`src/common/slew_ctrl_pkg.sv`:
```
package slew_ctrl_pkg;

  // Register byte offsets on the bus.
  localparam logic [7:0] OFS_SETUP = 8'h00;
  localparam logic [7:0] OFS_FUNC = 8'h04;
  localparam logic [7:0] OFS_TARGET = 8'h08;
  localparam logic [7:0] OFS_KEY = 8'h0C;
  localparam logic [7:0] OFS_STATE = 8'h10;
  localparam logic [7:0] OFS_IRQ_STAT = 8'h14;
  localparam logic [7:0] OFS_IRQ_MASK = 8'h18;

  // Setup register field positions and value after reset.
  localparam int SETUP_DEFER_BIT = 10;
  localparam int SETUP_SETTLED_BIT = 8;
  localparam logic [15:0] SETUP_RESET = 16'h0100;
  localparam logic [15:0] SETUP_RW_MASK = 16'h06FF;

  // Command key value that releases a held target code.
  localparam logic [15:0] UPDATE_KEY = 16'h00A5;
  // Code loaded when leaving high impedance; value is arbitrary.
  localparam logic [15:0] OFFSET_CODE = 16'h8000;

  // Channel function codes.
  typedef enum logic [1:0] {
    high_impedance_function,
    voltage_output,
    current_output,
    current_out_with_modem
  } channel_function_e;

  // Setup fields, bit 15 down to bit 0 of the setup register; bit 8 is the read-only settled flag.
  typedef struct packed {
    logic [4:0] unused;
    logic deferred_update_enable;
    logic drive_enable_delay_sel;
    logic compliant_slew_done_flag;
    logic voltage_range_sel;
    logic [1:0] slew_sel;
    logic [1:0] lin_step_sel;
    logic [1:0] lin_rate_sel;
    logic current_limit_sel;
  } setup_s;

  // Slew selections.
  localparam logic [1:0] SLEW_OFF = 2'h0;
  localparam logic [1:0] SLEW_LINEAR = 2'h1;
  localparam logic [1:0] compliant_slew_mode = 2'h2;

  // Interrupt status bit positions.
  localparam int EV_SETTLED = 0;
  localparam int EV_DRIVE_ON = 1;
  localparam int EV_LIN_DONE = 2;
  localparam int EV_COUNT = 3;

  // Timing, from the clock rate.
  localparam longint CLK_HZ = 250_000_000;
  localparam longint LONG_DLY_US = 4000;
  localparam longint SHORT_DLY_US = 200;
  localparam longint LONG_DLY_CYC = (LONG_DLY_US * CLK_HZ + 999_999) / 1_000_000;
  localparam longint SHORT_DLY_CYC = (SHORT_DLY_US * CLK_HZ + 999_999) / 1_000_000;
  localparam longint RATE0_HZ = 4800;
  localparam longint RATE1_HZ = 76800;
  localparam longint RATE2_HZ = 153600;
  localparam longint RATE3_HZ = 230400;
  localparam longint RATE0_CYC = CLK_HZ / RATE0_HZ;
  localparam logic [19:0] RATE1_CYC = 20'(CLK_HZ / RATE1_HZ);
  localparam logic [19:0] RATE2_CYC = 20'(CLK_HZ / RATE2_HZ);
  localparam logic [19:0] RATE3_CYC = 20'(CLK_HZ / RATE3_HZ);
  localparam longint COMPL_RATE_HZ = 4800;
  localparam longint COMPL_CYC = CLK_HZ / COMPL_RATE_HZ;
  localparam logic [15:0] COMPL_STEP = 16'h0040;

  // Linear step sizes in tenths of a percent of full scale.
  localparam longint FULL_SCALE = 65535;
  localparam logic [15:0] STEP0 = 16'(FULL_SCALE * 8 / 1000);
  localparam logic [15:0] STEP1 = 16'(FULL_SCALE * 15 / 1000);
  localparam logic [15:0] STEP2 = 16'(FULL_SCALE * 61 / 1000);
  localparam logic [15:0] STEP3 = 16'(FULL_SCALE * 222 / 1000);

endpackage : slew_ctrl_pkg

```
`src/core/dac_output_slew_control.sv`:
```
// Functional notes
// - In modem current mode, delay bit picks 4 ms (0) or 200 us (1).
// - In plain current or voltage mode the delay is always 200 us.
// - Read-only settled flag, reset 1, high when compliant generator equals active code.
// - Compliant generator runs always, even when slewing is off or linear.
// - Leaving high impedance loads the offset code and drops settled until resettled.
// - Slew select 00 off, 01 linear, 10 compliant.
// - Linear step 0.8, 1.5, 6.1 or 22.2 percent of full scale.
// - Linear rate 4.8, 76.8, 153.6 or 230.4 kHz.
// - Current limit bit picks 16 mA (0) or 8 mA (1) in voltage mode.
// - Deferred bit holds target writes until the update key is written.
//
// Added by the designer: the Wishbone register port and the address map.
`timescale 1ns/1ps
`default_nettype none

module dac_output_slew_control #(
  // Cycle counts of the drive delays, the linear rate 0 period and the compliant tick period.
  parameter longint LONG_DLY = slew_ctrl_pkg::LONG_DLY_CYC,
  parameter longint SHORT_DLY = slew_ctrl_pkg::SHORT_DLY_CYC,
  parameter longint RATE0 = slew_ctrl_pkg::RATE0_CYC,
  parameter longint COMPL_TICK = slew_ctrl_pkg::COMPL_CYC
) (
  // Clock, reset and enable, the bus slave, then the controls of the output stage.
  input wire logic clock,
  input wire logic rst,
  input wire logic ce,
  input wire logic cyc_i,
  input wire logic stb_i,
  input wire logic we_i,
  input wire logic [7:0] adr_i,
  input wire logic [3:0] sel_i,
  input wire logic [31:0] dat_i,
  output logic [31:0] dat_o,
  output logic ack_o,
  output logic [15:0] dac_code,
  output logic bias_enable,
  output logic driver_enable,
  output logic voltage_range_bipolar,
  output logic current_limit_low,
  output logic irq
);

  // Moves a code one step toward a goal, landing on the goal exactly.
  function automatic logic [15:0] approach(input logic [15:0] cur, input logic [15:0] goal,
                                           input logic [15:0] step);
    logic [15:0] diff;
    diff = (cur > goal) ? (cur - goal) : (goal - cur);
    if (diff <= step) begin
      approach = goal;
    end else if (cur > goal) begin
      approach = cur - step;
    end else begin
      approach = cur + step;
    end
  endfunction : approach

  // Merges write data into a register on the selected byte lanes only.
  function automatic logic [15:0] lane_merge(input logic [15:0] old, input logic [15:0] wdat,
                                             input logic [15:0] lanes);
    lane_merge = (old & ~lanes) | (wdat & lanes);
  endfunction : lane_merge

  // True when a function code selects high impedance.
  function automatic logic is_hiz(input logic [1:0] fn);
    is_hiz = (fn == 2'(slew_ctrl_pkg::high_impedance_function));
  endfunction : is_hiz

  // Channel state held in flip-flops, plus the combinational event vector.
  slew_ctrl_pkg::setup_s setup_reg;
  slew_ctrl_pkg::channel_function_e func_reg;
  logic [15:0] target_reg;
  logic [15:0] staged_reg;
  logic [15:0] active_reg;
  logic [15:0] gen_reg;
  logic settled_reg;
  logic kick_reg;
  logic [19:0] lin_cnt_reg;
  logic [19:0] gen_cnt_reg;
  logic [19:0] dly_cnt_reg;
  logic dly_run_reg;
  logic [slew_ctrl_pkg::EV_COUNT-1:0] irq_stat_reg;
  logic [slew_ctrl_pkg::EV_COUNT-1:0] irq_mask_reg;
  logic [slew_ctrl_pkg::EV_COUNT-1:0] events;

  // Bus decode; a request is taken once, the answer comes one cycle later.
  wire req = cyc_i & stb_i & ~ack_o;
  wire wr = req & we_i;
  wire [15:0] wmask = {{8{sel_i[1]}}, {8{sel_i[0]}}};
  wire wr_setup = wr & (adr_i == slew_ctrl_pkg::OFS_SETUP);
  wire wr_func = wr & (adr_i == slew_ctrl_pkg::OFS_FUNC) & sel_i[0];
  wire wr_target = wr & (adr_i == slew_ctrl_pkg::OFS_TARGET);
  wire wr_key = wr & (adr_i == slew_ctrl_pkg::OFS_KEY);
  wire wr_istat = wr & (adr_i == slew_ctrl_pkg::OFS_IRQ_STAT) & sel_i[0];
  wire wr_imask = wr & (adr_i == slew_ctrl_pkg::OFS_IRQ_MASK) & sel_i[0];

  // Merged write values honouring the byte lanes.
  wire [15:0] setup_wr = lane_merge(setup_reg, dat_i[15:0], wmask);
  wire [15:0] target_wr = lane_merge(target_reg, dat_i[15:0], wmask);
  wire [15:0] staged_wr = lane_merge(staged_reg, dat_i[15:0], wmask);
  wire key_ok = wr_key & sel_i[0] & sel_i[1] & (dat_i[15:0] == slew_ctrl_pkg::UPDATE_KEY);

  // Function change and bias sequencing decode.
  wire [1:0] func_wr = dat_i[1:0];
  wire leave_hiz = wr_func && is_hiz(2'(func_reg)) && !is_hiz(func_wr);
  wire go_hiz = wr_func && is_hiz(func_wr);
  wire func_change = wr_func && (func_wr != 2'(func_reg));
  wire long_dly = (func_wr == 2'(slew_ctrl_pkg::current_out_with_modem))
                  && !setup_reg.drive_enable_delay_sel;
  wire [19:0] dly_load = long_dly ? 20'(LONG_DLY - 1) : 20'(SHORT_DLY - 1);

  // Target path: immediate or held until the update key.
  wire tgt_now = wr_target & ~setup_reg.deferred_update_enable;
  wire tgt_key = key_ok & setup_reg.deferred_update_enable;

  // Linear slew period and step selection.
  wire [19:0] lin_period = (setup_reg.lin_rate_sel == 2'h0) ? 20'(RATE0) :
                           (setup_reg.lin_rate_sel == 2'h1) ? slew_ctrl_pkg::RATE1_CYC :
                           (setup_reg.lin_rate_sel == 2'h2) ? slew_ctrl_pkg::RATE2_CYC :
                           slew_ctrl_pkg::RATE3_CYC;
  wire [15:0] lin_step = (setup_reg.lin_step_sel == 2'h0) ? slew_ctrl_pkg::STEP0 :
                         (setup_reg.lin_step_sel == 2'h1) ? slew_ctrl_pkg::STEP1 :
                         (setup_reg.lin_step_sel == 2'h2) ? slew_ctrl_pkg::STEP2 :
                         slew_ctrl_pkg::STEP3;
  wire lin_tick = (lin_cnt_reg >= lin_period - 20'h00001);
  wire gen_tick = (gen_cnt_reg >= 20'(COMPL_TICK - 1));

  // Slew mode decode.
  wire mode_off = (setup_reg.slew_sel == slew_ctrl_pkg::SLEW_OFF);
  wire mode_lin = (setup_reg.slew_sel == slew_ctrl_pkg::SLEW_LINEAR);
  wire mode_cpl = (setup_reg.slew_sel == slew_ctrl_pkg::compliant_slew_mode);

  // Compliant generator goal: the target when it drives, else the active code.
  wire [15:0] gen_goal = mode_cpl ? target_reg : active_reg;
  wire [15:0] gen_next = approach(gen_reg, gen_goal, slew_ctrl_pkg::COMPL_STEP);
  wire [15:0] lin_next = approach(active_reg, target_reg, lin_step);
  wire settled_next = (gen_reg == active_reg) && !kick_reg && !leave_hiz;

  // Active code selection per slew mode.
  logic [15:0] active_next;
  always_comb begin
    active_next = active_reg;
    if (leave_hiz) begin
      active_next = slew_ctrl_pkg::OFFSET_CODE;
    end else if (mode_off) begin
      active_next = target_reg;
    end else if (mode_lin && lin_tick) begin
      active_next = lin_next;
    end else if (mode_cpl) begin
      active_next = gen_reg;
    end
  end

  // Events feeding the sticky status bits.
  assign events[slew_ctrl_pkg::EV_SETTLED] = settled_next & ~settled_reg;
  assign events[slew_ctrl_pkg::EV_DRIVE_ON] = dly_run_reg && (dly_cnt_reg == 20'h00000);
  assign events[slew_ctrl_pkg::EV_LIN_DONE] = mode_lin && lin_tick && (active_reg != target_reg)
                                              && (lin_next == target_reg);

  // Bits cleared by a status write, and the masked interrupt level.
  wire [slew_ctrl_pkg::EV_COUNT-1:0] stat_clear = wr_istat ? dat_i[slew_ctrl_pkg::EV_COUNT-1:0] : '0;
  wire irq_next = |(irq_stat_reg & irq_mask_reg);

  // Read data mux; unmapped addresses read zero.
  wire [15:0] setup_rd = {setup_reg[15:9], settled_reg, setup_reg[7:0]} & 16'h07FF;
  wire [31:0] rd_data = (adr_i == slew_ctrl_pkg::OFS_SETUP) ? {16'h0000, setup_rd} :
                        (adr_i == slew_ctrl_pkg::OFS_FUNC) ? {30'h00000000, func_reg} :
                        (adr_i == slew_ctrl_pkg::OFS_TARGET) ? {16'h0000, target_reg} :
                        (adr_i == slew_ctrl_pkg::OFS_STATE) ?
                          {14'h0000, driver_enable, bias_enable, active_reg} :
                        (adr_i == slew_ctrl_pkg::OFS_IRQ_STAT) ? {29'h00000000, irq_stat_reg} :
                        (adr_i == slew_ctrl_pkg::OFS_IRQ_MASK) ? {29'h00000000, irq_mask_reg} :
                        32'h00000000;

  // Bus answer: one-cycle acknowledge, read data latched with it.
  always_ff @(posedge clock) begin
    if (rst) begin
      ack_o <= 1'b0;
      dat_o <= 32'h00000000;
    end else if (ce) begin
      ack_o <= req;
      dat_o <= req ? rd_data : 32'h00000000;
    end
  end

  // Setup and function registers; the settled bit is never written.
  always_ff @(posedge clock) begin
    if (rst) begin
      setup_reg <= slew_ctrl_pkg::SETUP_RESET & slew_ctrl_pkg::SETUP_RW_MASK;
      func_reg <= slew_ctrl_pkg::high_impedance_function;
    end else if (ce) begin
      if (wr_setup) begin
        setup_reg <= setup_wr & slew_ctrl_pkg::SETUP_RW_MASK;
      end
      if (wr_func) begin
        func_reg <= slew_ctrl_pkg::channel_function_e'(func_wr);
      end
    end
  end

  // Target and staged codes.
  always_ff @(posedge clock) begin
    if (rst) begin
      target_reg <= 16'h0000;
      staged_reg <= 16'h0000;
    end else if (ce) begin
      if (wr_target) begin
        staged_reg <= staged_wr;
      end
      if (leave_hiz) begin
        target_reg <= slew_ctrl_pkg::OFFSET_CODE;
      end else if (tgt_now) begin
        target_reg <= target_wr;
      end else if (tgt_key) begin
        target_reg <= staged_reg;
      end
    end
  end

  // Active code, compliant generator and settled flag.
  always_ff @(posedge clock) begin
    if (rst) begin
      active_reg <= 16'h0000;
      gen_reg <= 16'h0000;
      settled_reg <= 1'b1;
      kick_reg <= 1'b0;
    end else if (ce) begin
      active_reg <= active_next;
      if (gen_tick) begin
        gen_reg <= gen_next;
      end
      settled_reg <= settled_next;
      kick_reg <= leave_hiz | (kick_reg & ~gen_tick);
    end
  end

  // Free-running tick counters for linear slew and the compliant generator.
  always_ff @(posedge clock) begin
    if (rst) begin
      lin_cnt_reg <= 20'h00000;
      gen_cnt_reg <= 20'h00000;
    end else if (ce) begin
      lin_cnt_reg <= lin_tick ? 20'h00000 : lin_cnt_reg + 20'h00001;
      gen_cnt_reg <= gen_tick ? 20'h00000 : gen_cnt_reg + 20'h00001;
    end
  end

  // Bias first, then the driver after the selected delay.
  always_ff @(posedge clock) begin
    if (rst) begin
      bias_enable <= 1'b0;
      driver_enable <= 1'b0;
      dly_run_reg <= 1'b0;
      dly_cnt_reg <= 20'h00000;
    end else if (ce) begin
      if (go_hiz) begin
        bias_enable <= 1'b0;
        driver_enable <= 1'b0;
        dly_run_reg <= 1'b0;
      end else if (func_change) begin
        bias_enable <= 1'b1;
        driver_enable <= 1'b0;
        dly_run_reg <= 1'b1;
        dly_cnt_reg <= dly_load;
      end else if (dly_run_reg) begin
        if (dly_cnt_reg == 20'h00000) begin
          driver_enable <= 1'b1;
          dly_run_reg <= 1'b0;
        end else begin
          dly_cnt_reg <= dly_cnt_reg - 20'h00001;
        end
      end
    end
  end

  // Analog selections and code; only the current limit is gated to the voltage output function.
  always_ff @(posedge clock) begin
    if (rst) begin
      voltage_range_bipolar <= 1'b0;
      current_limit_low <= 1'b0;
      dac_code <= 16'h0000;
    end else if (ce) begin
      voltage_range_bipolar <= setup_reg.voltage_range_sel;
      current_limit_low <= (func_reg == slew_ctrl_pkg::voltage_output)
                           & setup_reg.current_limit_sel;
      dac_code <= active_next;
    end
  end

  // Sticky interrupt status, write one to clear, a new event wins.
  always_ff @(posedge clock) begin
    if (rst) begin
      irq_stat_reg <= '0;
      irq_mask_reg <= '0;
      irq <= 1'b0;
    end else if (ce) begin
      irq_stat_reg <= (irq_stat_reg & ~stat_clear) | events;
      if (wr_imask) begin
        irq_mask_reg <= dat_i[slew_ctrl_pkg::EV_COUNT-1:0];
      end
      irq <= irq_next;
    end
  end

endmodule : dac_output_slew_control

`default_nettype wire

```
`config.mk`:
```
export PLATFORM = sky130hd
export DESIGN_NAME = dac_output_slew_control
export DESIGN_NICKNAME = d
export VERILOG_FILES = /design/src/common/slew_ctrl_pkg.sv /design/src/core/dac_output_slew_control.sv
export SDC_FILE = /design/constraint.sdc
export NUM_CORES = 1
export LEC_CHECK = 0
export BUFFER_PORTS_ARGS = -buffer_cell sky130_fd_sc_hd__buf_2
export CAP_MARGIN = 40
export CORE_UTILIZATION = 28
export DETAILED_ROUTE_END_ITERATION = 8
export PLACE_DENSITY_LB_ADDON = 0.15
export SYNTH_ARGS = -nofsm -noshare
export SYNTH_HDL_FRONTEND = slang
export SYNTH_SLANG_ARGS = --single-unit
```
`constraint.sdc`:
```
create_clock -name clock -period 7.7 [get_ports clock]
set_clock_uncertainty 0.1 [all_clocks]
set_input_delay 0.77 -clock clock [delete_from_list [all_inputs] [get_ports clock]]
set_output_delay 0.77 -clock clock [all_outputs]
set_load 0.01 [all_outputs]
```
# Word level (Yosys, flattened, before mapping)
# Cells that the tools add are included.
# totals
in_bits	50
wordCells	186
out_inout_bits	54
ff_bits	183
# classes
reduce_logical	39
eq_ne	20
addsub	12
magnitude_cmp	6
bitwise_logic	38
muxes	44
# op_table
cell	count
16-bit 2-to-1 mux	15
20-bit 2-to-1 mux	6
18-bit 2-to-1 mux	5
16-bit subtractor	4
16-bit AND	3
14-bit 2-to-1 mux	3
20-bit by 1-bit adder with 20-bit output (second input constant)	2
16-bit == test	2
16-bit greater-than comparator	2
16-bit OR	2
8-bit by 5-bit == test with 1-bit output (second input constant)	3
1-bit AND	20
20-bit by 16-bit greater-or-equal comparator with 1-bit output (second input constant)	1
20-bit greater-or-equal comparator	1
20-bit zero test	1
20-bit by 1-bit subtractor with 20-bit output (second input constant)	1
16-bit by 1-bit subtractor with 17-bit output (second input constant)	1
16-bit by 14-bit adder with 16-bit output	1
16-bit by 7-bit adder with 16-bit output (second input constant)	1
16-bit by 8-bit == test with 1-bit output (second input constant)	1
8-bit by 4-bit == test with 1-bit output (second input constant)	2
16-bit by 14-bit less-or-equal comparator with 1-bit output	1
16-bit by 7-bit less-or-equal comparator with 1-bit output (second input constant)	1
16-bit inequality test	1
other kinds (30)	79

# Logic depth before layout (Yosys ltp)
# logic_depth
depth_word	11
ltp_mapped	28
ltp_nobuf	25

# Worst setup path after synthesis
# Ideal clock, no wire load.
# synth_timing
path_kind	reg2reg
startpoint	register, netlist name dac_code[2]
endpoint	register dac_code[14]
period_less_slack_ns	5.856
arrival_ns	5.623
n_path_buf	4
required_ns	7.468
stages_incl_launch_ff	27
slack_ns	1.844
setup_ns	0.132
path_cell_list	dfxtp_1 -> inv_1 -> ha_1 -> clkbuf_1 -> a21o_1 -> a211o_1 -> a21oi_1 -> a2111oi_0 -> o21ba_2 -> clkbuf_1 -> buf_1 -> buf_1 -> nand2_1 -> o21ai_0 -> inv_1 -> fa_1 -> nand3b_1 -> a21oi_1 -> o21a_1 -> nor2_1 -> o21ai_0 -> a31oi_1 -> o211a_1 -> nor3_1 -> a21oi_1 -> a221oi_1 -> a21oi_1
# synth_rtl
element	line	source
end signal: assignment	dac_output_slew_control.sv:286	dac_code <= active_next;
end: declaration	dac_output_slew_control.sv:36	output logic [15:0] dac_code,

==> run_results.csv <==
group,metric,value,unit
clocking,clkSinkCount,169,
sta,worst_slack,1191,ps
critical_path,path_common_cell,"a21o_1",
route,met2WireLength,21.44,mm
finish,diodes,0,
yosys,synth_enable_flop_cells,0,
yosys,yosysTopAreaCell,"dfxtp_1",
yosys,async_flop_share,0,
sta,maxSlewHeadroom,0.4013,
clocking,cts_inserted_buffers,17,
clocking,clockRootBuffer,"clkbuf_16",
critical_path,critPathTopFamily,"compound AO/OA/AOI/OAI gates",
placed_design,gp_congestion,0.9269,
critical_path,cp_num_buf_inv,3,
yosys,synth_top_area_share,0.2460,
route,top_layer,"met4",
status,status,"finished, final reports clean",
clocking,cts_setup_buffers,0,
clocking,clock_latency,450,ps
min_path,hold_class,"reg -> reg",
clocking,clkTransAtPathRegs,70,ps
pwr,power.density,126.4,mW/mm^2
route,wire_per_inst,18.74,um
critical_path,crit_fanout,33,
yosys,synth_top_flop_cell,"dfxtp_1",
finish,fin_util,0.3228,
grt,grt_first_pass_wirelength,73.85,mm
sta,max_slew.worst_pin.slew,891.2,ps
route,drt_pass1_iterations,5,
clocking,holdBufCountCts,0,
grt,grt_max_degree,81,
route,route.met3.wl,2.048,mm
clocking,htree_levels,4,
route,detail-route-antenna-nets,0,
floorplan,die_y,223.6,um
finish,fin_cells,2525,
sta,holdWs,370.4,ps
sta,fin_crit,6509,ps
sta,grt_setup_unrepaired,"no",
yosys,synth_cell_type_count,81,
route,wirelength,47.31,mm
finish,drive_gt1_frac,0.09096,
critical_path,slowest_delay,590,ps
route,drt-met1-wl,23.02,mm
placed_design,dpl_cell_area,0.01493,mm^2
placed_design,preCtsSetupSlack,1304,ps
sta,fin_tns_setup,0,ps
finish,num-fill-cells,5147,
clocking,cts_resized,0,
min_path,hold_start,"current_limit_low",
critical_path,timing.critical_path.to_type,"register",
critical_path,cp_data_arrival_time,6740,ps
grt,grt_pass1_vias,12530,
pwr,peakVddDrop,0.1184,mV
floorplan,die_w,223.6,um
clocking,clk_path_buf_depth,2,
route,via_count,13340,
sta,drv_slew,0,
yosys,netlist_area,0.01376,mm^2
critical_path,startpoint,"dac_code[9]",
flow_run,drv_cap,0,
yosys,avgSynthCellArea,7.571,um^2
sta,period_share,0.8454,
pwr,finalPower,1.964,mW
sta,setup_viol,0,
floorplan,std_cell_rows,80,
floorplan,coreArea,0.04815,mm^2
critical_path,cpMaxStageDelayCell,"o21bai_1",
yosys,yosys_register_bits,169,
placed_design,dp_hpwl,36.13,mm
critical_path,startpoint_type,"register",
floorplan,dieArea,0.05002,mm^2
grt,grt_usage,0.1882,
pwr,leakage,6.455,nW
critical_path,path_cells,"inv_1, ha_1, a21oi_1, o21ai_0, a2111oi_0, o211ai_1, o21ba_2, buf_4, mux2i_1, a31oi_1, xnor2_1, ha_1, a21o_1, a21o_1, a21o_1, a21o_1, a21oi_1, nand4_1, mux2i_1, a31oi_1, o21bai_1, o2bb2ai_1, buf_4, a21oi_1",
yosys,synth_cells,1817,
critical_path,critical_path_class,"reg -> reg",
placed_design,dp.cells,2494,
sta,finalHoldViolCount,0,
finish,post-route-cell-area,0.01554,mm^2
clocking,cts_tree,"yes",
yosys,seq_area_frac_synth,0.2460,
route,drt_iter0_drc,1036,
finish,final_nets,2034,
grt,antenna_found_initial,0,
finish,area_growth,12.99,%
route,via_per_inst,5.281,
critical_path,rr_startpoint,"dac_code[9]",
placed_design,portBuffers,71,
yosys,ys_top_cells_by_area,"dfxtp_1, ha_1, a21oi_1, nor2_1, mux2i_1",
floorplan,io_pins,104,
floorplan,initial_core_util,0.2857,
critical_path,cp.required,7930,ps
sta,max_freq,153.6,MHz
route,drc,0,
grt,overflow,0,
yosys,ys.warnings.count,0,
## final timing paths
kind | slack, ps | to | cells past startpoint
hold reg to reg | 370 | current_limit_low | 2
setup / recovery | 1190 | dac_code[1] | 24
hold / removal | 370 | current_limit_low | 2
setup reg to reg | 1190 | dac_code[1] | 24
## final cells by class
class,instances,area (um^2),share of cell area
inverter,123,464.2,0.02987
clock inverter,9,140.1,0.009016
multi-input combinational,1432,9545,0.6142
clock buffer,22,474.2,0.03051
sequential,169,3383,0.2177
timing repair buffer,114,714.4,0.04597
tap,656,820.8,0.05281
## where the power goes
group	internal, mW	switching, mW	leakage [nW]	total, mW
clock network	0.538	0.389	0.298	0.928
registers	0.877	0.00514	1.36	0.882
logic	0.0512	0.103	4.80	0.154
## cell usage after synthesis, types with 43 or more instances
library cell	count
ha_1	121
xnor2_1	56
clkbuf_1	77
inv_1	122
nor2_1	245
xor2_1	64
nand2_1	120
dfxtp_1	169
a21oi_1	186
nor3_1	61
mux2i_1	65
o21ai_0	60
nand3_1	43
## worst reg2reg max path: stages, from the launching register on
cell       delay (ps)
dfxtp_1           550
inv_1             180
ha_1              510
a21oi_1           120
o21ai_0           260
a2111oi_0         170
o211ai_1          330
o21ba_2           300
buf_4             440
mux2i_1           370
a31oi_1           200
xnor2_1           170
ha_1              190
a21o_1            150
a21o_1            170
a21o_1            180
a21o_1            170
a21oi_1           330
nand4_1           140
mux2i_1           130
a31oi_1            60
o21bai_1          590
o2bb2ai_1         190
buf_4             270
a21oi_1           120
## layout by cell type (no fill, tap or decap), types with 14 or more instances in the layout
master,count
o21bai_1,15
nand2_1,120
a2111oi_0,17
nor3_1,60
a311oi_1,14
buf_2,70
xor2_1,62
a221oi_1,17
mux2i_1,65
a21oi_1,185
a31oi_1,19
clkbuf_16,17
conb_1,14
ha_1,121
nand3_1,43
and3_1,14
dfxtp_1,169
o21ai_0,60
nor2_1,245
xnor2_1,56
nand4_1,26
a21o_1,34
inv_1,122
a211oi_1,16
buf_4,39
## kinds of logic (layout without fill, tap and decap cells)
family | after synthesis | in the layout | share of synthesized area
adder cells (fa/ha/maj) | 127 | 127 | 0.1188
flip-flops | 169 | 169 | 0.2460
XOR/XNOR | 120 | 120 | 0.07641
other | 1 | 14 | 0.0002726
AO/OA/AOI/OAI | 495 | 495 | 0.2345
buffers and inverters | 229 | 268 | 0.06767
AND/OR/NAND/NOR | 606 | 606 | 0.2050
multiplexers | 70 | 70 | 0.05139
## layer usage
metal	vias up	global-route usage
li1	6563	-
met1	6395	0.2647
met2	341	0.3011
met3	36	0.02768
met4	0	0.04375
met5	-	0
(Power assumes the default switching activity.)
